<file path="config.mk">
export PLATFORM = sky130hd
export DESIGN_NAME = gpio_input_debounce
export DESIGN_NICKNAME = d
export VERILOG_FILES = /design/src/rtl/gpio_input_debounce.v /design/src/rtl/filter_tick_gen.v
export VERILOG_INCLUDE_DIRS = /design/src /design/src/rtl
export SDC_FILE = /design/constraint.sdc
export NUM_CORES = 1
export LEC_CHECK = 0
export BUFFER_PORTS_ARGS = -buffer_cell sky130_fd_sc_hd__buf_2
export CAP_MARGIN = 0
export CORE_MARGIN = 4
export CORE_UTILIZATION = 30
export DETAILED_ROUTE_END_ITERATION = 10
export PLACE_DENSITY_LB_ADDON = 0.15
export SLEW_MARGIN = 20
export SYNTH_ARGS = -nofsm -noshare
export SYNTH_HDL_FRONTEND = slang
export SYNTH_SLANG_ARGS = --single-unit
</file>
<file path="constraint.sdc">
create_clock -name clk_sys_i -period 3.28 [get_ports clk_sys_i]
set_input_delay 0.164 -clock clk_sys_i [delete_from_list [all_inputs] [get_ports clk_sys_i]]
set_output_delay 0.164 -clock clk_sys_i [all_outputs]
set_load 0.05 [all_outputs]
</file>
<file path="src/rtl/gpio_input_debounce_consts.vh">
// Constants for the general-purpose input debounce filter
`ifndef GPIO_INPUT_DEBOUNCE_CONSTS_VH
`define GPIO_INPUT_DEBOUNCE_CONSTS_VH
`define CLK_SYS_PERIOD_NS   8
`define FILTER_PERIOD_US    50
`define FILTER_PERIOD_CYC   ((`FILTER_PERIOD_US * 1000) / `CLK_SYS_PERIOD_NS)
`define RESET_MIN_US        120
`define RESET_MIN_CYC       (((`RESET_MIN_US * 1000) + `CLK_SYS_PERIOD_NS - 1) / `CLK_SYS_PERIOD_NS)
`define PINS_RESET          1'h0
`endif

</file>
<file path="src/rtl/gpio_input_debounce.v">
// Two-stage debounce filter and change detection for general-purpose inputs
//
// Functional notes
// - Each input passes two register stages
// - Both stages share one 50 us tick
// - New level enters stage one on tick
// - Stage two updates only when level stable
// - Filter delay ranges up to two periods
// - Reset low at least 120 us
// - Any level_o edge on an input-mode pin raises event
// - Output-mode pins never raise events
`timescale 1ns/1ns
`include "gpio_input_debounce_consts.vh"
module gpio_input_debounce #(
    parameter N_PINS     = 18,
    parameter PERIOD_CYC = `FILTER_PERIOD_CYC
) (
    input  wire              clk_sys_i,
    input  wire              rst_n_i,
    input  wire [N_PINS-1:0] pin_i,
    input  wire [N_PINS-1:0] dir_out_i,
    input  wire              filter_en_i,
    output wire [N_PINS-1:0] level_o,
    output wire [N_PINS-1:0] change_o,
    output wire              tick_o
);
    ////////////////////////////////////////////////////////////////////////////
    // Helper functions

    // Divider width follows the period, so a long period cannot wrap early
    function integer width_for;
        input integer value;
        integer       w;

        begin
            w = 1;
            while ((1 << w) < value) begin
                w = w + 1;
            end
            width_for = w;
        end
    endfunction

    // Level handed to change detection: filtered stage or raw pin
    function pick_level;
        input filt_en;
        input filt_bit;
        input raw_bit;
        begin
            pick_level = filt_en ? filt_bit : raw_bit;
        end
    endfunction

    // Level change, masked for pins driven as outputs
    function edge_event;
        input new_bit;
        input old_bit;
        input is_output;
        begin
            edge_event = (new_bit ^ old_bit) & ~is_output;
        end
    endfunction

    // Second stage may only follow the first while the pin agrees
    function stage_agree;
        input pin_bit;
        input held_bit;
        begin
            stage_agree = (pin_bit == held_bit);
        end
    endfunction

    ////////////////////////////////////////////////////////////////////////////
    // Shared filter tick and per-pin vectors

    localparam CW = width_for(PERIOD_CYC);

    wire              tick;
    wire [N_PINS-1:0] stage1_vec;
    wire [N_PINS-1:0] stage2_vec;
    wire [N_PINS-1:0] level_vec;
    wire [N_PINS-1:0] level_next_vec;
    wire [N_PINS-1:0] change_vec;

    // One divider for all pins, so every stage sees the same edge
    // Tick runs free from reset; it is not aligned to any pin edge
    filter_tick_gen #(
        .PERIOD_CYC (PERIOD_CYC),
        .CW         (CW)
    ) u_tick (
        .clk_sys_i  (clk_sys_i),
        .rst_n_i    (rst_n_i),
        .tick_o     (tick)
    );

    assign tick_o   = tick;
    assign level_o  = level_vec;
    assign change_o = change_vec;

    genvar g;

    ////////////////////////////////////////////////////////////////////////////
    // First stage: new level captured on one tick

    generate
        for (g = 0; g < N_PINS; g = g + 1) begin : g_stage1
            reg stage1_reg;
            reg stage1_next;

            always @* begin
                stage1_next = stage1_reg;
                // Pin may move anywhere in a period: up to one period late
                if (tick) begin
                    stage1_next = pin_i[g];
                end
            end

            always @(posedge clk_sys_i or negedge rst_n_i) begin
                if (!rst_n_i) begin
                    stage1_reg <= `PINS_RESET;
                end else begin
                    stage1_reg <= stage1_next;
                end
            end

            assign stage1_vec[g] = stage1_reg;
        end
    endgenerate

    ////////////////////////////////////////////////////////////////////////////
    // Second stage: follows only a level held across two ticks

    generate
        for (g = 0; g < N_PINS; g = g + 1) begin : g_stage2
            reg stage2_reg;
            reg stage2_next;

            always @* begin
                stage2_next = stage2_reg;
                // A pulse shorter than one tick spacing never gets here
                if (tick && stage_agree(pin_i[g], stage1_vec[g])) begin
                    stage2_next = stage1_vec[g];
                end
            end

            always @(posedge clk_sys_i or negedge rst_n_i) begin
                if (!rst_n_i) begin
                    stage2_reg <= `PINS_RESET;
                end else begin
                    stage2_reg <= stage2_next;
                end
            end

            assign stage2_vec[g] = stage2_reg;
        end
    endgenerate

    ////////////////////////////////////////////////////////////////////////////
    // Level fed to change detection

    generate
        for (g = 0; g < N_PINS; g = g + 1) begin : g_level
            reg level_reg;
            reg level_next;

            always @* begin
                // Raw path needs no synchroniser: pins already on this clock
                // Switching mode can itself show as one level step
                level_next = pick_level(filter_en_i, stage2_vec[g], pin_i[g]);
            end

            always @(posedge clk_sys_i or negedge rst_n_i) begin
                if (!rst_n_i) begin
                    level_reg <= `PINS_RESET;
                end else begin
                    level_reg <= level_next;
                end
            end

            assign level_next_vec[g] = level_next;
            assign level_vec[g]      = level_reg;
        end
    endgenerate

    ////////////////////////////////////////////////////////////////////////////
    // Change events, one clock per level edge

    generate
        for (g = 0; g < N_PINS; g = g + 1) begin : g_change
            reg change_reg;
            reg change_next;

            always @* begin
                // Masking here keeps level tracking alive on output pins
                change_next = edge_event(level_next_vec[g], level_vec[g], dir_out_i[g]);
            end

            always @(posedge clk_sys_i or negedge rst_n_i) begin
                if (!rst_n_i) begin
                    change_reg <= 1'h0;
                end else begin
                    change_reg <= change_next;
                end
            end

            assign change_vec[g] = change_reg;
        end
    endgenerate

    ////////////////////////////////////////////////////////////////////////////
    // Reset

    // Reset minimum of 120 us is kept by whoever drives rst_n_i
endmodule

</file>
<file path="src/rtl/filter_tick_gen.v">
// Free-running divider making the slow filter clock tick
`timescale 1ns/1ns
module filter_tick_gen #(
    parameter PERIOD_CYC = 6250,
    parameter CW         = 16
) (
    input  wire clk_sys_i,
    input  wire rst_n_i,
    output reg  tick_o
);
    reg [CW-1:0] count_reg;
    reg [CW-1:0] count_next;

    always @* begin
        if ({{(32-CW){1'h0}}, count_reg} == PERIOD_CYC - 1) begin
            count_next = {CW{1'b0}};
        end else begin
            count_next = count_reg + {{(CW-1){1'b0}}, 1'b1};
        end
    end

    always @(posedge clk_sys_i or negedge rst_n_i) begin
        if (!rst_n_i) begin
            count_reg <= {CW{1'b0}};
            tick_o    <= 1'b0;
        end else begin
            count_reg <= count_next;
            tick_o    <= (count_next == {CW{1'b0}});
        end
    end
endmodule

</file>
# --- Yosys cells after proc, flatten, opt, wreduce, memory -nomap -nowiden ---
# Cells that the tools add are included.
op_classes:
  n_addsub: 1
  n_eq_ne: 19
  mux: 19
  n_bitwise: 54
  n_reduce_logical: 19
op_table:
  columns: ["op", "count"]
  rows:
  - ["1-bit AND", 18]
  - ["1-bit equality test", 18]
  - ["1-bit logical AND", 18]
  - ["1-bit 2-to-1 mux", 18]
  - ["1-bit inverter", 18]
  - ["1-bit bitwise XOR", 18]
  - ["13-bit by 1-bit adder with 13-bit output (second input constant)", 1]
  - ["13-bit equality test (second input constant)", 1]
  - ["13-bit logical NOT", 1]
  - ["13-bit 2-to-1 mux", 1]
word_totals:
  ff_bits: 86
  out_inout_bits: 37
  word_cells: 186

# --- Longest topological paths before layout ---
logic_depth:
  word_depth: 3
  ltp_mapped: 7
  mapped_depth_nobuf: 6

# --- Modules after synthesis ---
# A second synthesis with hierarchy kept.
unflattened:
  hier_cells: 343
  hier_area_um2: 4221.5
by_module_without_submodules:
  columns: ["mod", "instances", "cells_per_inst", "area_each_um2"]
  rows:
  - ["gpio_input_debounce", 1, 260, 3398.3]
  - ["filter_tick_gen", 1, 83, 823.3]

# --- Worst setup path before layout ---
# OpenSTA, ideal clock, no wires.
synth_path:
  path_type: "reg-to-reg"
  from: "register u_tick.count_reg[0]"
  to: "register u_tick.tick_o"
  setup_ns: 0.104
  t_arrival_ns: 1.818
  t_required_ns: 3.176
  setup_slack_ns: 1.358
  path_stages_with_launch: 8
  path_buffers: 1
  cell_sequence: "dfrtp_1 ha_1 and4_1 buf_6 xnor2_1 nand4_1 a2111o_1 o41ai_2"
synth_between:
  elab_chain_cells: 3
  word_cells_on_any_way: 4
  classes_between: "add/sub: 1; eq/ne: 1; mux: 1; reduce/logical: 1"
synth_lines:
  columns: ["item", "line", "rtl"]
  rows:
  - ["start: declaration", "filter_tick_gen.v:11", "reg [CW-1:0] count_reg;"]
  - ["start signal: assignment", "filter_tick_gen.v:24", "count_reg <= {CW{1'b0}};"]
  - ["start signal: assignment", "filter_tick_gen.v:27", "count_reg <= count_next;"]
  - ["13-bit by 1-bit adder with 13-bit output / 13-bit equality test (equally long branches)", "filter_tick_gen.v:18, filter_tick_gen.v:15", null]
  - ["13-bit 2-to-1 mux *", "filter_tick_gen.v:15", "if ({{(32-CW){1'h0}}, count_reg} == PERIOD_CYC - 1) begin"]
  - ["13-bit logical NOT *", "filter_tick_gen.v:28", "tick_o <= (count_next == {CW{1'b0}});"]
  - ["end signal: assignment", "filter_tick_gen.v:28", null]
  - ["end: declaration", "filter_tick_gen.v:9", "output reg tick_o"]
# Every way passes the cells marked *; elsewhere a longest branch is shown, timed or not.
# A chain may end at the register's enable or synchronous reset.

# --- Worst setup path in the final report ---
layout_path:
  from: "register u_tick.count_reg[0]"
  to: "register u_tick.tick_o"
layout_between:
  elab_chain_cells: 3
  word_cells_on_any_way: 4
  classes_between: "add/sub: 1; eq/ne: 1; mux: 1; reduce/logical: 1"
layout_lines:
  columns: ["item", "line", "rtl"]
  rows:
  - ["13-bit by 1-bit adder with 13-bit output / 13-bit equality test (equally long branches)", "filter_tick_gen.v:18, filter_tick_gen.v:15", null]
  - ["13-bit 2-to-1 mux *", "filter_tick_gen.v:15", null]
  - ["net u_tick.count_next[8]", "filter_tick_gen.v:12", "reg [CW-1:0] count_next;"]
  - ["13-bit logical NOT *", "filter_tick_gen.v:28", null]
# The timed path passes the listed nets; every way through them passes the cells marked *.

==> out/metrics.yaml <==
r2r-start: "u_tick.count_reg[0]$_DFF_PN0_"
io_buffers: 75
fin_total_pwr_mw: 2.25
grt_pass1_vias: 2509
cts_max_level: 3
cts_buffer_depth: 2
setup_violations: 0
place_congestion: 0.735
antenna_left: 0
cts_made_buffers: 9
cts_root_buf: "clkbuf_16"
fin_cells: 585
die_x_um: 123
async_reset_ff_share_pct: 100
seq_area_um2: 2150
multi_input_area_um2: 1460
avgViaCountPerCell: 4.36
max_cap_viol_count: 0
synth.top_cell.area_share_pct: 54.4
synth_fp_nets: 395
min_path_type: "input pin to async pin"
crit_buf_inv: 0
fmax_mhz: 461
drt-wirelength-per-cell_um: 12.2
numClockSinks: 86
grtUsageTotal_pct: 10.1
critPathLaunchType: "register"
cp.depth: 6
whs_ps: -41.1
grt_first_pass_wirelength_um: 11800
p_leak_nw: 2.11
synth_seq_cells: 86
final.period_utilization_pct: 66.2
cp_data_arrival_time_ps: 2400
rsz0062_at_grt: "no"
p_per_area_nw_per_um2: 483
num_vias: 2550
clkTransAtPathRegs_ps: 60
reg2reg_to: "u_tick.tick_o$_DFF_PN0_"
pin_count: 76
avgSynthCellArea_um2: 11.2
dr.pass1.iters: 4
die_h_um: 123
slowest_stage: "dfrtp_1"
clock_skew_ps: 6.50
synth_ff_type: "dfrtp_1"
synth_top_area_cell: "dfrtp_1"
wirelength_um: 7110
grt_overflow: 0
layout_common_cells: "dfrtp_1, buf_2, nor2_1"
crit_family: "compound AO/OA/AOI/OAI gates"
insertion_delay_ps: 330
status: "finished with violations"
synth_cell_types: 38
reg2reg_depth: 6
dr.first_iter.drc_count: 99
synth_enable_flop_cells: 0
crit_chain: "ha_1 -> and4_1 -> nand4_2 -> xnor2_1 -> a2111o_1 -> o41ai_2"
worst_setup_path_end_kind: "register"
layout_min_cycle_time_ps: 2170
tightest_slew_ps: 1010
fill_cells: 1264
drv_slew: 0
vdd_drop_max_v: 0.000175
rows: 41
syn_to_final_growth_pct: 17.8
antenna_found_initial: 0
synth-seq-area-share_pct: 54.4
mostFrequentLayoutCell: "dfrtp_1"
placedCellCount: 554
drc_errors: 0
tns_ps: 0
diodes: 0
cts_tree: "built"
yosys-top-cells-area: "dfrtp_1, buf_4, mux2_1"
relSlewSlack_pct: 32.5
reg2reg_slack_ps: 1110
drive_above_1_share_pct: 27.6
crit_fanout: 6
start_util_pct: 31.0
required_ps: 3500
syn_inst: 354
place_hpwl_um: 4590
max_stage_delay_ps: 470
ys_warn_count: 0
path_class: "register to register"
fin_nets: 452
violations: "hold timing"
dieArea_um2: 15100
grt_start_max_net_pins: 74
coreArea_um2: 12800
fin_util_pct: 36.5
hold_viol_final: 24
synth_area_um2: 3960
-- worst register-to-register path, cell delays in order (launching register included) --
cell	delay [ps]
dfrtp_1	470
ha_1	300
and4_1	420
nand4_2	140
xnor2_1	160
a2111o_1	370
o41ai_2	200
-- worst max path at each step --
stage | slack, ps | from | end
floorplan | 1360 | u_tick.count_reg[0]$_DFF_PN0_ | u_tick.tick_o$_DFF_PN0_
global placement | 1170 | u_tick.count_reg[0]$_DFF_PN0_ | u_tick.tick_o$_DFF_PN0_
detailed placement | 1090 | u_tick.count_reg[0]$_DFF_PN0_ | u_tick.tick_o$_DFF_PN0_
CTS | 1080 | u_tick.count_reg[0]$_DFF_PN0_ | u_tick.tick_o$_DFF_PN0_
global route | 960 | u_tick.count_reg[0]$_DFF_PN0_ | u_tick.tick_o$_DFF_PN0_
finish | 1110 | u_tick.count_reg[0]$_DFF_PN0_ | u_tick.tick_o$_DFF_PN0_
-- report_power, final --
group	total [mW]	internal, mW	switching [mW]
sequential	1.10	1.09	0.0105
combinational	0.234	0.0744	0.159
clock	0.920	0.542	0.379
total	2.25	1.70	0.548
-- kinds of logic after synthesis --
group	after synthesis	synth area share (%)
flops	86	54.4
compound gates	41	5.75
mux	36	10.2
simple gates	125	17.1
xor+xnor	14	3.10
buf+inv	50	8.79
fa+ha+maj	2	0.632
-- Yosys cell counts (all sizes together), types with 2 or more instances --
cell and instances:
a21oi 36, and4 2, buf 42, clkbuf 6, dfrtp 86, ha 2, inv 2, mux2 36
nand2 23, nand2b 18, nand3 7, nand4 3, nor2 46, nor3 2, nor3b 18, xnor2 11
xor2 3
-- final cells by class --
| cell class | instances | area share (%) |
|---|---|---|
| sequential | 86 | 46.2 |
| inverter | 2 | 0.161 |
| tap | 172 | 4.61 |
| clock buffer | 12 | 5.50 |
| clock inverter | 1 | 0.161 |
| timing repair buffer | 94 | 12.1 |
| multi-input combinational | 218 | 31.3 |
-- routing by layer --
metal | part of all wire (%) | track usage (%)
met5 | 0 | 0
met4 | 2.5 | 6.51
met3 | 5.2 | 3.09
met2 | 46 | 15.3
met1 | 46 | 12.5
-- per-stage QoR --
step,cell area [µm²],hold WS (ps),setup WS (ps)
after detailed placement,4220,321,1090
after global routing,4660,53.6,961
after CTS,4660,12.0,1080
after floorplan,3960,-132,1360
final,4660,-41.1,1110
after global placement,4220,319,1170
-- repair_timing --
action,CTS,global route
buffers inserted,0,0
endpoints found under the hold margin,18,0
hold buffers,18,0
gates resized for setup,0,0
No activity file was read; power rests on OpenSTA's default activity.
